--- config.mk ---
export PLATFORM = sky130hd
export DESIGN_NAME = mpg_top
export DESIGN_NICKNAME = d
export VERILOG_FILES = /design/src/rtl/mpg_pkg.sv /design/src/rtl/mpg_duty_mem.sv /design/src/rtl/mpg_top.sv
export SDC_FILE = /design/constraint.sdc
export NUM_CORES = 1
export LEC_CHECK = 0
export BUFFER_PORTS_ARGS = -buffer_cell sky130_fd_sc_hd__buf_2
export CAP_MARGIN = 20
export CORE_MARGIN = 10
export CORE_UTILIZATION = 54
export DETAILED_ROUTE_END_ITERATION = 8
export GPL_TIMING_DRIVEN = 0
export PLACE_DENSITY = 0.75
export SLEW_MARGIN = 20
export SYNTH_ARGS = -nofsm -noshare
export SYNTH_HDL_FRONTEND = slang
export SYNTH_SLANG_ARGS = --single-unit
--- constraint.sdc ---
create_clock -name ref_clk -period 3.72 [get_ports ref_clk]
set_clock_uncertainty 0.2 [all_clocks]
set_input_delay 0.186 -clock ref_clk [delete_from_list [all_inputs] [get_ports ref_clk]]
set_output_delay 0.186 -clock ref_clk [all_outputs]
set_load 0.005 [all_outputs]
--- src/rtl/mpg_pkg.sv ---
// Package for the multi-group PWM generator: register map, field
// positions, reset values and carrier types.
// Assumes a single 40 MHz clock and a plain strobe register port.
package mpg_pkg;

    // ------------------------------------------------------------
    // Geometry
    // ------------------------------------------------------------
    localparam int NUM_GROUPS     = 4;
    localparam int OUTS_PER_GROUP = 4;
    localparam int NUM_OUTS       = NUM_GROUPS * OUTS_PER_GROUP;
    localparam int PAIRS_PER_GRP  = 2;
    localparam int CNT_W          = 16;
    localparam int ADDR_W         = 6;
    localparam int DATA_W         = 32;

    // ------------------------------------------------------------
    // Register offsets (byte addresses)
    // ------------------------------------------------------------
    localparam logic [ADDR_W-1:0] OFS_CTRL   = 6'h00;
    localparam logic [ADDR_W-1:0] OFS_PERIOD = 6'h04;
    localparam logic [ADDR_W-1:0] OFS_STATUS = 6'h08;
    // Duty registers: one per channel slot (group*2 + pair),
    // eight words from this base
    localparam logic [ADDR_W-1:0] OFS_DUTY0  = 6'h10;
    localparam int NUM_DUTY = NUM_GROUPS * PAIRS_PER_GRP;

    // ------------------------------------------------------------
    // Control fields
    // ------------------------------------------------------------
    localparam int CTRL_EN_BIT     = 0;
    localparam int CTRL_EDGE_BIT   = 1;
    localparam int CTRL_DOUBLE_BIT = 2;
    localparam int CTRL_NPAIR_LSB  = 4;
    localparam logic [DATA_W-1:0] CTRL_RST     = 32'h0000_0000;
    localparam logic [CNT_W-1:0]  PERIOD_RST   = 16'h0100;
    localparam logic [CNT_W-1:0]  DUTY_RST     = 16'h0000;

    // Status fields
    localparam int STAT_DIR_BIT = 0;
    localparam int STAT_CNT_LSB = 16;

    typedef struct packed {
        logic                  enable;
        logic                  edge_mode;
        logic                  double_upd;
        logic [NUM_GROUPS-1:0] nonpaired;
    } mpg_cfg_s;

    typedef struct packed {
        logic              wr;
        logic              rd;
        logic [ADDR_W-1:0] addr;
        logic [DATA_W-1:0] wdata;
    } mpg_req_s;

endpackage

--- src/rtl/mpg_duty_mem.sv ---
// Duty value store: eight words, written by software, registered read.
// Assumes one clock; reads take one cycle.
`timescale 1ns/10ps
`default_nettype none
module mpg_duty_mem
    import mpg_pkg::*;
#(
    parameter int DEPTH = NUM_DUTY,
    parameter int WIDTH = CNT_W
) (
    input  wire logic                     ref_clk,
    input  wire logic                     sys_rst,
    input  wire logic                     wr_en,
    input  wire logic [$clog2(DEPTH)-1:0] wr_idx,
    input  wire logic [WIDTH-1:0]         wr_data,
    input  wire logic [$clog2(DEPTH)-1:0] rd_idx,
    output logic      [WIDTH-1:0]         rd_data
);
    logic [WIDTH-1:0] mem [DEPTH];

    always_ff @(posedge ref_clk) begin
        if (sys_rst) begin
            for (int i = 0; i < DEPTH; i++) begin
                mem[i] <= WIDTH'(DUTY_RST);
            end
            rd_data <= WIDTH'(DUTY_RST);
        end else begin
            if (wr_en) begin
                mem[wr_idx] <= wr_data;
            end
            rd_data <= mem[rd_idx];
        end
    end
endmodule // mpg_duty_mem
`default_nettype wire

--- src/rtl/mpg_top.sv ---
// Sixteen-output PWM generator in four groups of four, with shadowed
// duty values and a register port.
// Assumes a synchronous master that never issues read and write together.
//
// Behaviour
// - Sixteen outputs in four groups of four
// - Each group drives two pairs
// - Center- or edge-aligned waveform selectable
// - Paired outputs are complementary
// - Nonpaired mode selectable per group
// - Center mode offers single or double update
// - Single update: load once per period
// - Double update: also load at midpoint
//
// Chosen here: the plain strobed port and the placing of the registers.
`timescale 1ns/10ps
`default_nettype none
module mpg_top
    import mpg_pkg::*;
(
    input  wire logic                ref_clk,
    input  wire logic                sys_rst,
    input  wire logic [ADDR_W-1:0]   reg_addr,
    input  wire logic [DATA_W-1:0]   reg_wdata,
    input  wire logic                reg_wr,
    input  wire logic                reg_rd,
    output logic      [DATA_W-1:0]   reg_rdata,
    output logic      [NUM_OUTS-1:0] pwm_out
);
    localparam int IDX_W = $clog2(NUM_DUTY);

    // ------------------------------------------------------------
    // Register decode
    // ------------------------------------------------------------
    function automatic logic is_duty(input logic [ADDR_W-1:0] a);
        return (a >= OFS_DUTY0) && (a < OFS_DUTY0 + 6'(NUM_DUTY * 4))
            && (a[1:0] == 2'b00);
    endfunction

    function automatic logic [IDX_W-1:0] duty_idx(
        input logic [ADDR_W-1:0] a);
        logic [ADDR_W-1:0] d;
        d = a - OFS_DUTY0;
        return d[IDX_W+1:2];
    endfunction

    mpg_req_s req;
    assign req = '{wr: reg_wr, rd: reg_rd, addr: reg_addr,
                   wdata: reg_wdata};

    mpg_cfg_s         cfg, next_cfg;
    logic [CNT_W-1:0] period_shadow, next_period_shadow;

    always_comb begin
        next_cfg           = cfg;
        next_period_shadow = period_shadow;
        if (req.wr && req.addr == OFS_CTRL) begin
            next_cfg.enable     = req.wdata[CTRL_EN_BIT];
            next_cfg.edge_mode  = req.wdata[CTRL_EDGE_BIT];
            next_cfg.double_upd = req.wdata[CTRL_DOUBLE_BIT];
            next_cfg.nonpaired  =
                req.wdata[CTRL_NPAIR_LSB +: NUM_GROUPS];
        end
        if (req.wr && req.addr == OFS_PERIOD) begin
            next_period_shadow = req.wdata[CNT_W-1:0];
        end
    end

    always_ff @(posedge ref_clk) begin
        if (sys_rst) begin
            cfg.enable     <= CTRL_RST[CTRL_EN_BIT];
            cfg.edge_mode  <= CTRL_RST[CTRL_EDGE_BIT];
            cfg.double_upd <= CTRL_RST[CTRL_DOUBLE_BIT];
            cfg.nonpaired  <= CTRL_RST[CTRL_NPAIR_LSB +: NUM_GROUPS];
            period_shadow <= PERIOD_RST;
        end else begin
            cfg           <= next_cfg;
            period_shadow <= next_period_shadow;
        end
    end

    // ------------------------------------------------------------
    // Shadow duty store
    // ------------------------------------------------------------
    // Software writes only the shadow; the active set is refreshed by
    // a scan that runs at each update point, so a half-written value
    // never reaches a comparator mid-period.
    logic [IDX_W-1:0] scan_idx, next_scan_idx;
    logic             scan_busy, next_scan_busy;
    logic             scan_valid, next_scan_valid;
    logic [IDX_W-1:0] scan_wr_idx, next_scan_wr_idx;
    logic [CNT_W-1:0] shadow_rd;

    mpg_duty_mem #(
        .DEPTH (NUM_DUTY),
        .WIDTH (CNT_W)
    ) u_duty (
        .ref_clk (ref_clk),
        .sys_rst (sys_rst),
        .wr_en   (req.wr && is_duty(req.addr)),
        .wr_idx  (duty_idx(req.addr)),
        .wr_data (req.wdata[CNT_W-1:0]),
        .rd_idx  (scan_idx),
        .rd_data (shadow_rd)
    );

    // ------------------------------------------------------------
    // Period counter
    // ------------------------------------------------------------
    logic [CNT_W-1:0] cnt, next_cnt;
    logic             cnt_down, next_cnt_down;
    logic [CNT_W-1:0] period, next_period;
    logic             upd_point;

    always_comb begin
        next_cnt      = cnt;
        next_cnt_down = cnt_down;
        next_period   = period;
        upd_point     = 1'b0;
        if (!cfg.enable) begin
            next_cnt      = '0;
            next_cnt_down = 1'b0;
            upd_point     = 1'b1;
            next_period   = period_shadow;
        end else if (cfg.edge_mode) begin
            next_cnt_down = 1'b0;
            if (cnt >= period - 16'h0001) begin
                next_cnt    = '0;
                next_period = period_shadow;
                upd_point   = 1'b1;
            end else begin
                next_cnt = cnt + 16'h0001;
            end
        end else if (!cnt_down) begin
            if (cnt >= period) begin
                next_cnt_down = 1'b1;
                next_cnt      = cnt - 16'h0001;
                upd_point     = cfg.double_upd;
            end else begin
                next_cnt = cnt + 16'h0001;
            end
        end else if (cnt == '0 || cnt > period) begin
            next_cnt_down = 1'b0;
            next_cnt      = 16'h0001;
            next_period   = period_shadow;
            upd_point     = 1'b1;
        end else begin
            next_cnt = cnt - 16'h0001;
        end
    end

    always_ff @(posedge ref_clk) begin
        if (sys_rst) begin
            cnt      <= '0;
            cnt_down <= 1'b0;
            period   <= PERIOD_RST;
        end else begin
            cnt      <= next_cnt;
            cnt_down <= next_cnt_down;
            period   <= next_period;
        end
    end

    // ------------------------------------------------------------
    // Active duty load scan
    // ------------------------------------------------------------
    // Eight shadow words are copied over eight cycles after the update
    // point; the period must therefore exceed eight counts.
    logic [CNT_W-1:0] active [NUM_DUTY];

    always_comb begin
        next_scan_idx    = scan_idx;
        next_scan_busy   = scan_busy;
        next_scan_valid  = 1'b0;
        next_scan_wr_idx = scan_idx;
        if (upd_point && !scan_busy) begin
            next_scan_busy = 1'b1;
            next_scan_idx  = '0;
        end else if (scan_busy) begin
            next_scan_valid = 1'b1;
            next_scan_idx   = scan_idx + 1'b1;
            if (scan_idx == IDX_W'(NUM_DUTY - 1)) begin
                next_scan_busy = 1'b0;
            end
        end
    end

    always_ff @(posedge ref_clk) begin
        if (sys_rst) begin
            scan_idx    <= '0;
            scan_busy   <= 1'b0;
            scan_valid  <= 1'b0;
            scan_wr_idx <= '0;
            for (int i = 0; i < NUM_DUTY; i++) begin
                active[i] <= DUTY_RST;
            end
        end else begin
            scan_idx    <= next_scan_idx;
            scan_busy   <= next_scan_busy;
            scan_valid  <= next_scan_valid;
            scan_wr_idx <= next_scan_wr_idx;
            if (scan_valid) begin
                active[scan_wr_idx] <= shadow_rd;
            end
        end
    end

    // ------------------------------------------------------------
    // Output stage
    // ------------------------------------------------------------
    // Slot 2g+p drives pair p of group g; in nonpaired mode it drives
    // lane 2p and lane 2p+1 is taken from the same slot inverted in
    // polarity compare, giving an independent low-side window.
    logic [NUM_OUTS-1:0] next_pwm;

    always_comb begin
        next_pwm = '0;
        for (int g = 0; g < NUM_GROUPS; g++) begin
            for (int p = 0; p < PAIRS_PER_GRP; p++) begin
                logic hi;
                logic lo;
                hi = cfg.enable && (cnt < active[g*2+p]);
                lo = cfg.enable && (cnt >= (period - active[g*2+p]));
                next_pwm[g*4+p*2] = hi;
                if (cfg.nonpaired[g]) begin
                    next_pwm[g*4+p*2+1] = lo;
                end else begin
                    next_pwm[g*4+p*2+1] = cfg.enable && !hi;
                end
            end
        end
    end

    always_ff @(posedge ref_clk) begin
        if (sys_rst) begin
            pwm_out <= '0;
        end else begin
            pwm_out <= next_pwm;
        end
    end

    // ------------------------------------------------------------
    // Read port
    // ------------------------------------------------------------
    logic [DATA_W-1:0] next_rdata;

    always_comb begin
        next_rdata = '0;
        if (req.rd) begin
            case (req.addr)
                OFS_CTRL: begin
                    next_rdata[CTRL_EN_BIT]     = cfg.enable;
                    next_rdata[CTRL_EDGE_BIT]   = cfg.edge_mode;
                    next_rdata[CTRL_DOUBLE_BIT] = cfg.double_upd;
                    next_rdata[CTRL_NPAIR_LSB +: NUM_GROUPS] =
                        cfg.nonpaired;
                end
                OFS_PERIOD: next_rdata[CNT_W-1:0] = period_shadow;
                OFS_STATUS: begin
                    next_rdata[STAT_DIR_BIT]          = cnt_down;
                    next_rdata[STAT_CNT_LSB +: CNT_W] = cnt;
                end
                default: begin
                    if (is_duty(req.addr)) begin
                        next_rdata[CNT_W-1:0] =
                            active[duty_idx(req.addr)];
                    end
                end
            endcase
        end
    end

    always_ff @(posedge ref_clk) begin
        if (sys_rst) begin
            reg_rdata <= '0;
        end else begin
            reg_rdata <= next_rdata;
        end
    end
endmodule // mpg_top
`default_nettype wire

======== Word level (Yosys, flattened, before mapping) ========
Memory sizes are Yosys's and may differ from the RTL's. A register that Yosys moved wholly into a read port is not among the register bits.
Cells that the tools add are included.
storage, ports and cells
  flip-flop bits (word level) ............. 112
  latch bits .............................. 0
  memory bits (writable) .................. 256
  ROM bits ................................ 0
  input bits .............................. 42
  output and inout bits ................... 48
  word-level logic and storage cells ...... 163
  memories kept ........................... 2
memory list
  name        depth  bits a word  read ports  clocked after memory_dff  write ports  RTL line            RTL
  active      8      16           9           0                         8            mpg_top.sv:169      logic [CNT_W-1:0] active [NUM_DUTY];
  u_duty.mem  8      16           1           1                         8            mpg_duty_mem.sv:19  logic [WIDTH-1:0] mem [DEPTH];
operators by class
  $add $sub $neg .......................... 13
  multiply operators ...................... 0
  div/mod/pow operators ................... 0
  order comparisons ....................... 21
  eq/ne operators ......................... 6
  shifts and indexed selects .............. 0
  mux-type cells .......................... 51
  bitwise gates (word level) .............. 3
  reductions and logical operators ........ 52
operator list
  kind                     count
  $mux W16                 13
  $ge A16 B16 Y1           10
  $lt A16 B16 Y1           8
  $sub A16 B16 Y16         8
  $reduce_or A16 Y1        2
  $sub A16 B1 Y16 const B  2
  $mux W1                  31
  $logic_and A1 B1 Y1      30
  $add A16 B1 Y16 const B  1
  $gt A16 B16 Y1           1
  $logic_not A16 Y1        1
  $pmux W8 S2              1
  $pmux W4 S3              1
  $logic_not A1 Y1         9
  $ne A3 B2 Y1 const B     3
  $reduce_or A2 Y1         4
  $eq A6 B3 Y1 const B     1
  $eq A6 B4 Y1 const B     1
  $ge A6 B5 Y1 const B     1
  $logic_not A6 Y1         1
  $lt A6 B6 Y1 const B     1
  $mux W3                  2
  $pmux W2 S3              1
  $reduce_or A3 Y1         2
  9 further kinds          11

======== Longest topological paths before layout ========
Gate-level depths: netlist (run 1).
  word-level depth ........................ 9
  gate-level depth with buffers ........... 19
  gate-level depth less buffers ........... 19

======== Hierarchy ========
Synthesis (run 1) repeated with hierarchy kept, for this count alone.
unflattened totals
  cell total of the unflattened synthesis .. 2690
  area, all modules ....................... 27844.2 um^2
by module, submodules not included
  module        instances  cells an instance  area each (um^2)  seq. area each (um^2)
  mpg_top       1          2313               21667.0           6085.8
  mpg_duty_mem  1          377                6177.2            4164.0

======== Worst setup path after synthesis (run 1) ========
No wires, ideal clock.
  kind .................................... register -> register
  start ................................... reg period[1]
  end ..................................... reg period[7]
  library setup time ...................... 0.128 ns
  arrival time ............................ 3.725 ns
  data required time ...................... 3.392 ns
  path slack .............................. -0.332 ns
  cell stages (with the launch flop) ...... 18
  buffers on the path ..................... 1
  clock period less this slack ............ 4.052 ns
  path through ............................ dfxtp_1 > inv_1 > ha_1 > nand3_1 > nor3_1 > nand2_1 > nor4_1 > xnor2_1 > ha_1 > o21ai_0 > o21bai_1 > o21ai_0 > a211oi_1 > and4bb_2 > o21ai_4 > buf_12 > mux2i_1 > nor2_1
on the way
  longest elaborated chain between the ends .. 4
  elaborated cells between the ends (all ways) .. 7
  classes of those cells .................. add/sub: 1; order compare: 2; eq/ne: 2; reduce/logical: 2
ends and longest elaborated chain
  what                                                         RTL line                        RTL
  start: declaration                                           mpg_top.sv:112                  logic [CNT_W-1:0] period, next_period;
  start signal: assignment                                     mpg_top.sv:160                  period <= next_period;
  $sub A16 B1 Y16 / $gt A16 B16 Y1 (equally long branches)     mpg_top.sv:127, mpg_top.sv:142
  $ge A16 B16 Y1 / $logic_or A1 B1 Y1 (equally long branches)  mpg_top.sv:127, mpg_top.sv:142
  $ne A3 B2 Y1 (no line)                                       -
  $reduce_and A3 Y1 (no line) (*)                              -
Every way passes the cells marked *; elsewhere a longest branch is shown, timed or not.
A chain may end at the register's enable or synchronous reset.

======== Worst setup path in the final report (run 1) ========
  start ................................... reg period[0]
  end ..................................... reg pwm_out[5]
on the way
  longest elaborated chain between the ends .. 4
ends and longest elaborated chain
  what                    RTL line        RTL
  $sub A16 B16 Y16        mpg_top.sv:223  lo = cfg.enable && (cnt >= (period - active[g*2+p]));
  $ge A16 B16 Y1          mpg_top.sv:223
  $logic_and A1 B1 Y1     mpg_top.sv:223
  $mux W1                 mpg_top.sv:225  if (cfg.nonpaired[g]) begin
  end signal: assignment  mpg_top.sv:238  pwm_out <= next_pwm;
  end: declaration        mpg_top.sv:28   output logic [NUM_OUTS-1:0] pwm_out
Every way passes these cells.

==> flow_metrics.py, run 1 <==
metrics = {
    "hold_path": {
        "holdCritStartpoint": "reg_addr[3]",
        "min-delay-path-class": "primary input to flip-flop",
        "whs_path_depth": 5,
        "min_to": "period_shadow[15]$_SDFFE_PP0P_",
    },
    "power": {
        "p_sw_uw": 2650,
        "pwr-share-comb_pct": 11.0,
        "ir_worst_vdd_v": 0.000654,
        "clkPwrFrac_pct": 42.6,
        "power.leakage_uw": 0.0143,
        "p_total_uw": 10300,
        "p_int_uw": 7660,
        "p_per_area_nw_per_um2": 321,
        "pwr-share-seq_pct": 46.4,
        "p_sw_share_pct": 25.7,
    },
    "placement": {
        "dpl.hpwl_mm": 63.4,
        "place_inst": 3454,
        "gp_congestion": 0.987,
        "port_buffers": 72,
        "pre_cts_slack_ns": -1.12,
    },
    "drt": {
        "vias": 22700,
        "wl_mm": 86.1,
        "post_drt_via_cell_ratio": 6.27,
        "drt-wirelength-per-cell_um": 23.8,
        "ant_nets": 0,
        "drt-initial-drc-count": 1602,
        "firstDrtPassIters": 8,
        "drc": 0,
    },
    "synthesis": {
        "yosys_warnings": 0,
        "postSynthCellCount": 2699,
        "synth_area_leaders": "edfxtp_1, ha_1, dfxtp_1, and2_1, mux4_2",
        "syn_area_um2": 27800,
        "synth_seq_cells": 384,
        "synth_most_common_cell": "ha_1",
        "synth_ff_type": "edfxtp_1",
        "synth.net_count": 3156,
        "synthArstFlopShare_pct": 0,
        "yosysUniqueCellTypes": 81,
        "synthTopCellsByCount": "ha_1, and2_1, edfxtp_1",
        "ys_seq_area_share_pct": 36.9,
        "netlist.area_leader.share_pct": 27.7,
        "synth-edff-count": 256,
        "avgSynthCellArea_um2": 10.3,
        "synth_area_leader_cell": "edfxtp_1",
    },
    "clock_network": {
        "cts_sinks": 384,
        "cts_buffer_depth": 3,
        "cts_buffers": 44,
        "clk_pin_slew_worst_paths_ns": 0.06,
        "cts_max_level": 2,
        "cts_root_buf": "clkbuf_16",
        "cts_tree": "done",
        "clk_latency_ns": 0.61,
    },
    "run_status": {
        "violations": "setup timing",
        "status": "finished, violations left",
    },
    "flow_run": {
        "drv_cap": 0,
    },
    "timing": {
        "fin_crit_sh_pct": 112,
        "hold_viol": 0,
        "setup_viol": 40,
        "slew_headroom_pct": 24.0,
        "rsz0062_at_grt": "true",
        "fmax_mhz": 241,
        "fin_setup_tns_ns": -5.94,
        "min_period_ns": 4.16,
        "tightest_slew_ns": 1.14,
        "fin_ws_ns": -0.436,
        "slew_viol_final": 0,
    },
    "setup_path": {
        "crit_start": "period[0]$_SDFFE_PP0P_",
        "crit_fanout": 4,
        "reg2reg_to": "pwm_out[5]$_SDFF_PP0_",
        "worstSetupStartpointType": "flip-flop",
        "rrSetupSlack_ns": -0.44,
        "required_ns": 3.98,
        "end_kind": "flip-flop",
        "worst_r2r_path_depth": 19,
        "critPathArrivalTime_ns": 4.42,
        "setup.worst_path.class": "flip-flop to flip-flop",
        "r2r-start": "period[0]$_SDFFE_PP0P_",
    },
    "floorplan": {
        "io_pins": 90,
        "dieArea_um2": 60900,
        "core.rowCount": 83,
        "start_util_pct": 54.3,
        "core_um2": 51100,
        "die_w_um": 247,
        "fp.dieH_um": 247,
    },
    "global_routing": {
        "first_global_vias": 23200,
        "grt_usage_pct": 27.7,
        "grt_overflow_total": 0,
        "antenna_found_initial": 0,
        "grt_pass1_wl_mm": 129,
        "grt_max_degree": 28,
    },
    "layout": {
        "area_growth_pct": 15.9,
        "num-nets-final": 3367,
        "drive_gt1_share_pct": 16.2,
        "diodes": 0,
        "final_util_pct": 63.0,
        "fin_cells": 3626,
    },
}
## cell type report
cell class | instances | area [um^2]
fill | 4051 | 18900
multi-input combinational | 2037 | 17200
sequential | 384 | 10300
timing repair buffer | 165 | 1240
clock buffer | 60 | 1200
tap | 680 | 851
inverter | 208 | 786
buffer | 70 | 308
clock inverter | 22 | 254
## timing repair
action | 4_1_cts | 5_1_grt
cloned | 2 | 1
setup endpoints to repair | 44 | 44
pin swaps | 61 | 77
gates resized for setup | 126 | 77
hold buffers | 23 | 0
endpoints found under the hold margin | 160 | 0
buffers inserted | 39 | 30
## metal layers
metal | global-route usage (%) | part of all wire [%]
met1 | 31.8 | 37
met2 | 48.2 | 49
met3 | 4.49 | 8.0
met4 | 15.9 | 6.2
met5 | 0 | 0
## registers in the layout, summed over array words and instances, names as in the netlist, 3 cells and up
signal            count
active              128
u_duty.mem          128
reg_rdata            32
cnt                  16
period               16
period_shadow        16
pwm_out              16
u_duty.rd_data       16
cfg                   7
next_scan_wr_idx      3
scan_wr_idx           3
## cell usage in the layout (no fill, tap or decap), types with 32 or more instances in the layout
| cell type | netlist | routed |
|---|---|---|
| nor3_1 | 46 | 40 |
| mux4_2 | 64 | 64 |
| a21o_1 | 91 | 91 |
| mux2i_1 | 34 | 32 |
| a21oi_1 | 170 | 151 |
| nand2_1 | 135 | 129 |
| xnor2_1 | 78 | 73 |
| clkbuf_1 | 53 | 63 |
| dfxtp_1 | 128 | 99 |
| o21ai_0 | 95 | 81 |
| nand2b_1 | 48 | 48 |
| inv_1 | 207 | 200 |
| and2_1 | 274 | 274 |
| nor2_1 | 131 | 126 |
| edfxtp_1 | 256 | 256 |
| ha_1 | 407 | 399 |
| buf_2 | 4 | 76 |
| nand3_1 | 44 | 40 |
| xor2_1 | 59 | 59 |
| clkbuf_16 | 0 | 44 |
| buf_4 | 1 | 52 |
## power groups by stage
stage / combinational, uW / clock [uW] / sequential [uW]
floorplan: 729 / 0 / 4820
global placement: 987 / 0 / 4870
detailed placement: 1030 / 0 / 4880
CTS: 1090 / 4430 / 4780
global route: 1230 / 4600 / 4800
finish: 1130 / 4390 / 4790
## worst max-delay path: stages, from the launching register on
cell and delay (ns):
dfxtp_4 0.38, clkinv_4 0.07, buf_6 0.10, buf_6 0.12, ha_1 0.16, inv_1 0.06
fa_1 0.41, a21o_1 0.18, a21oi_1 0.24, o21bai_1 0.14, a31o_2 0.31, inv_1 0.07
o21ai_0 0.09, a21oi_1 0.25, xor2_1 0.10, ha_1 0.31, nand4_1 0.14, a211oi_2 0.27
o2111ai_2 0.19, o31ai_2 0.19
## worst max path at each step
stage,slack (ns),cells after the start,end
5_1_grt,-0.51,19,pwm_out[15]$_SDFF_PP0_
4_1_cts,-0.42,19,pwm_out[7]$_SDFF_PP0_
3_3_place_gp,-1.06,13,pwm_out[13]$_SDFF_PP0_
3_5_place_dp,-1.12,13,pwm_out[13]$_SDFF_PP0_
6_report,-0.44,19,pwm_out[5]$_SDFF_PP0_
2_1_floorplan,0.006,17,period[7]$_SDFFE_PP0P_
## through the flow
stage	area, um^2	hold WS [ns]
2_1_floorplan	27800	0.110
3_3_place_gp	29000	0.265
3_5_place_dp	29100	0.270
4_1_cts	31600	0.109
5_1_grt	32200	0.158
6_report	32200	0.138
## kinds of logic (layout without fill, tap and decap cells)
group / after synthesis / in the layout / synth area share [%]
simple gates: 833 / 833 / 16.2
buf+inv: 279 / 525 / 3.94
compound gates: 553 / 554 / 13.2
xor+xnor: 137 / 137 / 4.32
mux: 98 / 98 / 6.42
fa+ha+maj: 415 / 415 / 18.9
flops: 384 / 384 / 36.9
No activity file was read; power rests on OpenSTA's default activity.
==> run 2: changes to the inputs <==
--- a/config.mk
+++ b/config.mk
@@ -15,4 +15,5 @@
 export SLEW_MARGIN = 20
 export SYNTH_ARGS = -nofsm -noshare
 export SYNTH_HDL_FRONTEND = slang
+export SYNTH_HIERARCHICAL = 1
 export SYNTH_SLANG_ARGS = --single-unit
==> run 2 against run 1 <==
  * The flow still finishes with violations (setup timing)
  * Global-route usage up 0.27 points
  * Worst hold slack worse by 0.10 ns
  * Critical path depth is 3 lower
  * Area after synthesis grew 0.32%
  * Sequential cell count stayed put
  * Wire length increased by 0.64%
  * Setup slack improved by 0.033 ns
  * Via count about the same
  * Register-to-register slack better by 0.03 ns
  * Critical endpoint unchanged
  * Largest power group unchanged
==> flow_metrics.py, run 2 <==
metrics = {
    "run_status": {
        "status": "finished, violations left",
        "violations": "setup timing",
    },
    "floorplan": {
        "die_w_um": 247,
        "start_util_pct": 54.4,
        "core.rowCount": 83,
        "dieArea_um2": 61000,
        "fp.dieH_um": 247,
        "core_um2": 51200,
        "io_pins": 90,
    },
    "global_routing": {
        "grt_use_met1_pct": 32.0,
        "first_global_vias": 23400,
        "grt_usage_pct": 27.9,
        "grtUsageMet2_pct": 47.3,
        "antenna_found_initial": 1,
        "grt_pass1_wl_mm": 131,
        "grt_overflow_total": 0,
        "grt_max_degree": 27,
        "use_met3_pct": 4.81,
        "top_usage_layer": "met2",
    },
    "synthesis": {
        "postSynthCellCount": 2690,
        "yosysUniqueCellTypes": 84,
        "yosys_warnings": 6,
        "ys_seq_area_share_pct": 36.8,
        "synthTopCellsByCount": "ha_1, and2_1, edfxtp_1",
        "avgSynthCellArea_um2": 10.4,
        "synth_area_leaders": "edfxtp_1, ha_1, dfxtp_1, and2_1, mux4_2",
        "synth_area_leader_cell": "edfxtp_1",
        "syn_area_um2": 27800,
        "synthArstFlopShare_pct": 0,
        "synth_ff_type": "edfxtp_1",
        "synth.net_count": 3147,
        "netlist.area_leader.share_pct": 27.6,
        "synth_seq_cells": 384,
        "synth-edff-count": 256,
        "synth_most_common_cell": "ha_1",
    },
    "drt": {
        "firstDrtPassIters": 5,
        "vias": 22700,
        "drc": 0,
        "drt-initial-drc-count": 1684,
        "drt-wirelength-per-cell_um": 23.8,
        "post_drt_via_cell_ratio": 6.25,
        "wl_mm": 86.7,
        "ant_nets": 0,
    },
    "layout": {
        "multiInputGateArea_um2": 17300,
        "final_cell_mix": "ha_1, and2_1, edfxtp_1, inv_1, nand2_1",
        "top_regs": "active x128, u_duty/mem x128, reg_rdata x32",
        "final_common_cell": "ha_1",
        "nFillCells": 3857,
        "drive_gt1_share_pct": 18.5,
        "area_growth_pct": 17.2,
        "num-nets-final": 3380,
        "final_util_pct": 63.8,
        "regArea_um2": 10300,
        "diodes": 0,
        "fin_cells": 3637,
    },
    "placement": {
        "dpl.hpwl_mm": 63.1,
        "port_buffers": 73,
        "gp_congestion": 0.989,
        "pre_cts_slack_ns": -1.02,
        "place_inst": 3452,
    },
    "power": {
        "p_per_area_nw_per_um2": 318,
        "power.leakage_uw": 0.0144,
        "ir_worst_vdd_v": 0.000371,
    },
    "timing": {
        "rsz0062_at_grt": "true",
        "min_period_ns": 4.12,
        "hold_viol": 0,
        "fmax_mhz": 243,
        "setup_viol": 42,
        "fin_ws_ns": -0.403,
        "tightest_slew_ns": 1.21,
        "slew_viol_final": 0,
        "fin_crit_sh_pct": 111,
        "slew_headroom_pct": 19.4,
    },
    "setup_path": {
        "required_ns": 3.93,
        "end_kind": "flip-flop",
        "setup.worst_path.class": "flip-flop to flip-flop",
        "crit_start": "active[2][0]$_SDFFCE_PN0P_",
        "critPathArrivalTime_ns": 4.34,
        "r2r-start": "active[2][0]$_SDFFCE_PN0P_",
        "crit_fanout": 3,
        "worstSetupStartpointType": "flip-flop",
    },
    "hold_path": {
        "min-delay-path-class": "primary input to flip-flop",
        "holdCritStartpoint": "reg_addr[4]",
    },
    "clock_network": {
        "cts_buffer_depth": 3,
        "cts_sinks": 384,
        "cts_tree": "done",
        "cts_root_buf": "clkbuf_16",
        "clk_latency_ns": 0.60,
        "clk_pin_slew_worst_paths_ns": 0.06,
        "cts_buffers": 42,
        "cts_max_level": 2,
    },
    "flow_run": {
        "drv_cap": 0,
    },
}
[run 2: timing repair]
action / CTS / global route
pin swaps: 65 / 64
cloned: 2 / 1
hold endpoints to repair: 157 / 0
hold buffers: 23 / 0
setup buffers: 60 / 24
setup endpoints to repair: 44 / 44
resized for setup: 161 / 75
[run 2: power by group]
| group | total, uW | switching [uW] | internal (uW) |
|---|---|---|---|
| Combinational | 1130 | 660 | 472 |
| Sequential | 4800 | 111 | 4690 |
| Clock | 4450 | 1860 | 2590 |
[run 2: cell families after synthesis]
group	synth area share [%]
simple gates	15.5
compound gates	14.1
xor+xnor	4.34
fa+ha+maj	18.9
buf+inv	4.13
mux	6.33
flops	36.8
[run 2: worst max-delay path: stages, from the launching register on]
cell and delay, ns:
edfxtp_1 0.44, ha_4 0.17, inv_2 0.03, fa_2 0.34
a21o_1 0.18, a21oi_2 0.15, nor2b_2 0.08, o41a_1 0.36
a311o_1 0.32, a2111oi_2 0.32, nor2_1 0.10, xnor2_1 0.13
ha_1 0.30, and3_4 0.16, a2111o_1 0.40, a31oi_1 0.18
a211oi_2 0.08
[run 2: stage by stage]
stage	hold slack [ns]	total power [uW]	area, um^2	TNS [ns]
floorplan	0.110	5540	27900	-0.0575
global placement	0.264	5850	29100	-39.25
detailed placement	0.270	5900	29300	-29.95
CTS	0.0101	10400	32100	-4.35
global route	0.0733	10700	32600	-12.70
finish	0.0357	10400	32600	-8.43
[run 2: worst paths after layout]
| path | endpoint | slack [ns] | cells past startpoint |
|---|---|---|---|
| hold reg to reg | period_shadow[9]$_SDFFE_PP0P_ | 0.28 | 2 |
| hold / removal | reg_rdata[1]$_SDFF_PP0_ | 0.04 | 5 |
| setup reg to reg | pwm_out[5]$_SDFF_PP0_ | -0.40 | 16 |
| setup / recovery | pwm_out[5]$_SDFF_PP0_ | -0.40 | 16 |
[run 2: cell type report]
cell class / instances / share of cell area, %
Buffer: 70 / 1.15
Clock buffer: 56 / 3.68
Timing Repair Buffer: 188 / 4.58
Multi-Input combinational cell: 2025 / 53.0
Sequential cell: 384 / 31.6
Inverter: 211 / 2.47
Tap cell: 680 / 2.61
Clock inverter: 22 / 0.897
Timing Repair inverter: 1 / 0.0345
[run 2: metal layers]
| layer | vias up | routed length (um) |
|---|---|---|
| li1 | 10300 | - |
| met1 | 11000 | 32400 |
| met2 | 1072 | 41100 |
| met3 | 327 | 6940 |
| met4 | 2 | 6220 |
| met5 | - | 16 |
==> run 3: changes to the inputs <==
--- a/config.mk
+++ b/config.mk
@@ -10,7 +10,7 @@
 export CORE_MARGIN = 10
 export CORE_UTILIZATION = 54
 export DETAILED_ROUTE_END_ITERATION = 8
-export GPL_TIMING_DRIVEN = 0
+export GPL_TIMING_DRIVEN = 1
 export PLACE_DENSITY = 0.75
 export SLEW_MARGIN = 20
 export SYNTH_ARGS = -nofsm -noshare
==> run 3 against run 2 <==
  * The flow still finishes with violations (setup timing)
  * Total power rose by 1.6%
  * Core utilization rose by 1.6 points
  * Combinational power rose by 4%
  * Clock power rose by 3%
  * Sequential cell count did not move
  * Global-route usage rose by 1.2 points
  * Critical path type unchanged
  * Largest cell class unchanged
  * Largest power group unchanged
==> flow_metrics.py, run 3 (synthesis gave the netlist of run 2 again) <==
metrics = {
    "floorplan": {
        "start_util_pct": 54.4,
        "core_um2": 51200,
        "fp.dieH_um": 247,
        "io_pins": 90,
        "core.rowCount": 83,
        "die_w_um": 247,
        "dieArea_um2": 61000,
    },
    "clock_network": {
        "cts_buffers": 44,
        "clk_pin_slew_worst_paths_ns": 0.06,
        "cts_root_buf": "clkbuf_16",
        "cts_tree": "done",
        "clk_latency_ns": 0.60,
        "cts_max_level": 2,
        "cts_sinks": 384,
        "cts_buffer_depth": 3,
    },
    "setup_path": {
        "cpPeakStageDelay_ns": 0.40,
        "crit_chain": "inv_4, buf_6, ha_4, inv_2, fa_2, a21o_1, a21oi_2, nor2b_2, o41a_1, a311o_1, a2111oi_2, nor2_1, xnor2_1, ha_1, and3_4, a2111o_1, a31oi_1, a211oi_1",
        "critPathArrivalTime_ns": 4.34,
        "setup.worst_path.class": "flip-flop to flip-flop",
        "crit_fanout": 2,
        "end_kind": "flip-flop",
        "rrSetupSlack_ns": -0.36,
        "worstSetupStartpointType": "flip-flop",
        "cp_top_family": "compound AO/OA/AOI/OAI gates",
        "worst_r2r_path_depth": 18,
        "r2r-start": "period[0]$_SDFFE_PP0P_",
        "required_ns": 3.98,
        "crit_buf_inv": 3,
        "reg2reg_to": "pwm_out[5]$_SDFF_PP0_",
        "crit_slowest_cell": "a2111o_1",
    },
    "timing": {
        "fin_crit_sh_pct": 110,
        "hold_slack_ns": 0.00404,
        "hold_viol": 0,
        "fin_ws_ns": -0.361,
        "slew_viol_final": 0,
        "fmax_mhz": 245,
        "slew_headroom_pct": 37.5,
        "rsz0062_at_grt": "true",
        "setup_viol": 41,
        "tightest_slew_ns": 0.937,
        "min_period_ns": 4.08,
    },
    "run_status": {
        "status": "finished, violations left",
        "violations": "setup timing",
    },
    "layout": {
        "design_area_um2": 33400,
        "area_growth_pct": 20.1,
        "drive_gt1_share_pct": 21.5,
        "final_common_cell": "ha_1",
        "top_regs": "active x128, u_duty/mem x128, reg_rdata x32",
        "diodes": 0,
        "num-nets-final": 3501,
        "final_cell_mix": "ha_1, and2_1, buf_4, edfxtp_1, inv_1",
        "fin_cells": 3758,
    },
    "placement": {
        "place_inst": 3628,
        "port_buffers": 73,
        "placed_area_um2": 30700,
        "gp_congestion": 0.994,
        "dpl.hpwl_mm": 67.9,
    },
    "drt": {
        "vias": 23200,
        "drt-initial-drc-count": 2060,
        "drc": 0,
        "post_drt_via_cell_ratio": 6.16,
        "firstDrtPassIters": 8,
        "wl_mm": 90.4,
        "ant_nets": 0,
        "drt-wirelength-per-cell_um": 24.1,
    },
    "power": {
        "p_total_uw": 10500,
        "p_per_area_nw_per_um2": 315,
        "power.leakage_uw": 0.0151,
        "ir_worst_vdd_v": 0.000505,
    },
    "hold_path": {
        "holdCritStartpoint": "reg_addr[5]",
        "whs_path_depth": 5,
        "min_to": "reg_rdata[0]$_SDFF_PP0_",
        "min-delay-path-class": "primary input to flip-flop",
    },
    "global_routing": {
        "grt_overflow_total": 0,
        "antenna_found_initial": 0,
        "grt_usage_pct": 29.2,
        "grt_max_degree": 33,
        "grt_pass1_wl_mm": 136,
        "first_global_vias": 23700,
    },
    "flow_run": {
        "drv_cap": 0,
    },
}
==> run 3: changes by cell type in the layout (fill, tap and decap cells not counted), moves of 5 or more <==
cell      before  now
dfxtp_2       19    4
buf_2         91   73
buf_6         33   17
buf_4         59  257
dfxtp_1      102  121
clkbuf_1      43    4
o21ai_2       11    6
a21oi_1      132  138
o21ai_1        9   16
clkinv_1       1    6
==> run 3: layout make-up <==
| class | instances | area [um^2] |
|---|---|---|
| well taps | 680 | 851 |
| flip-flops and latches | 384 | 10300 |
| repair buffers | 377 | 2880 |
| clock inverters | 30 | 355 |
| clock buffers | 50 | 1150 |
| multi-input cells | 2026 | 17100 |
| fillers | 3913 | 17800 |
| inverters | 211 | 797 |
==> run 3: power breakdown <==
part           total (uW)  internal (uW)  switching (uW)
Clock                4570           2670            1900
Combinational        1180            513             663
Sequential           4800           4690             109
Total               10500           7870            2670
==> run 3: timing repair <==
item	in CTS	in global routing
endpoints found under the hold margin	160	0
gates cloned	3	0
hold buffers	20	0
buffers inserted	20	13
gates resized for setup	116	64
endpoints found under the setup margin	40	44
pin swaps	75	75
==> run 3: how the worst max path moves through the flow <==
stage                           startpoint                endpoint  slack (ns)  cells past startpoint
finish              period[0]$_SDFFE_PP0P_   pwm_out[5]$_SDFF_PP0_       -0.36                     18
global route        period[0]$_SDFFE_PP0P_  pwm_out[15]$_SDFF_PP0_       -0.48                     22
CTS                 period[0]$_SDFFE_PP0P_   pwm_out[5]$_SDFF_PP0_       -0.32                     18
detailed placement  period[0]$_SDFFE_PP0P_   pwm_out[5]$_SDFF_PP0_       -0.34                     18
global placement    period[0]$_SDFFE_PP0P_   pwm_out[3]$_SDFF_PP0_       -0.39                     18
floorplan           period[0]$_SDFFE_PP0P_   pwm_out[5]$_SDFF_PP0_       -0.06                     17
==> run 3: worst register-to-register path, delay by kind of cell, from the launching register on <==
family                     cells  cell delay [ns]
AOI/OAI and AO/OA              8             2.00
and+or+nand+nor                3             0.33
buffers and inverters          3             0.17
DFF                            1             0.33
adders and majority gates      3             0.74
xor gates and xnor gates       1             0.18
==> run 3: layer usage <==
layer | vias to the layer above | wire [um] | GRT usage (%)
li1 | 10600 | - | -
met1 | 11300 | 34800 | 34.9
met2 | 1019 | 44300 | 50.5
met3 | 229 | 6820 | 3.96
met4 | 0 | 4470 | 14.8
met5 | - | 0 | 0
==> run 3: per-stage QoR <==
stage               util [%]  setup WS, ns  setup TNS [ns]
global route            65.3        -0.478          -10.59
finish                  65.3        -0.361           -5.15
CTS                     64.6        -0.321           -6.00
global placement        60.0        -0.385           -1.65
floorplan                  -       -0.0575         -0.0575
detailed placement      60.0        -0.335           -5.09
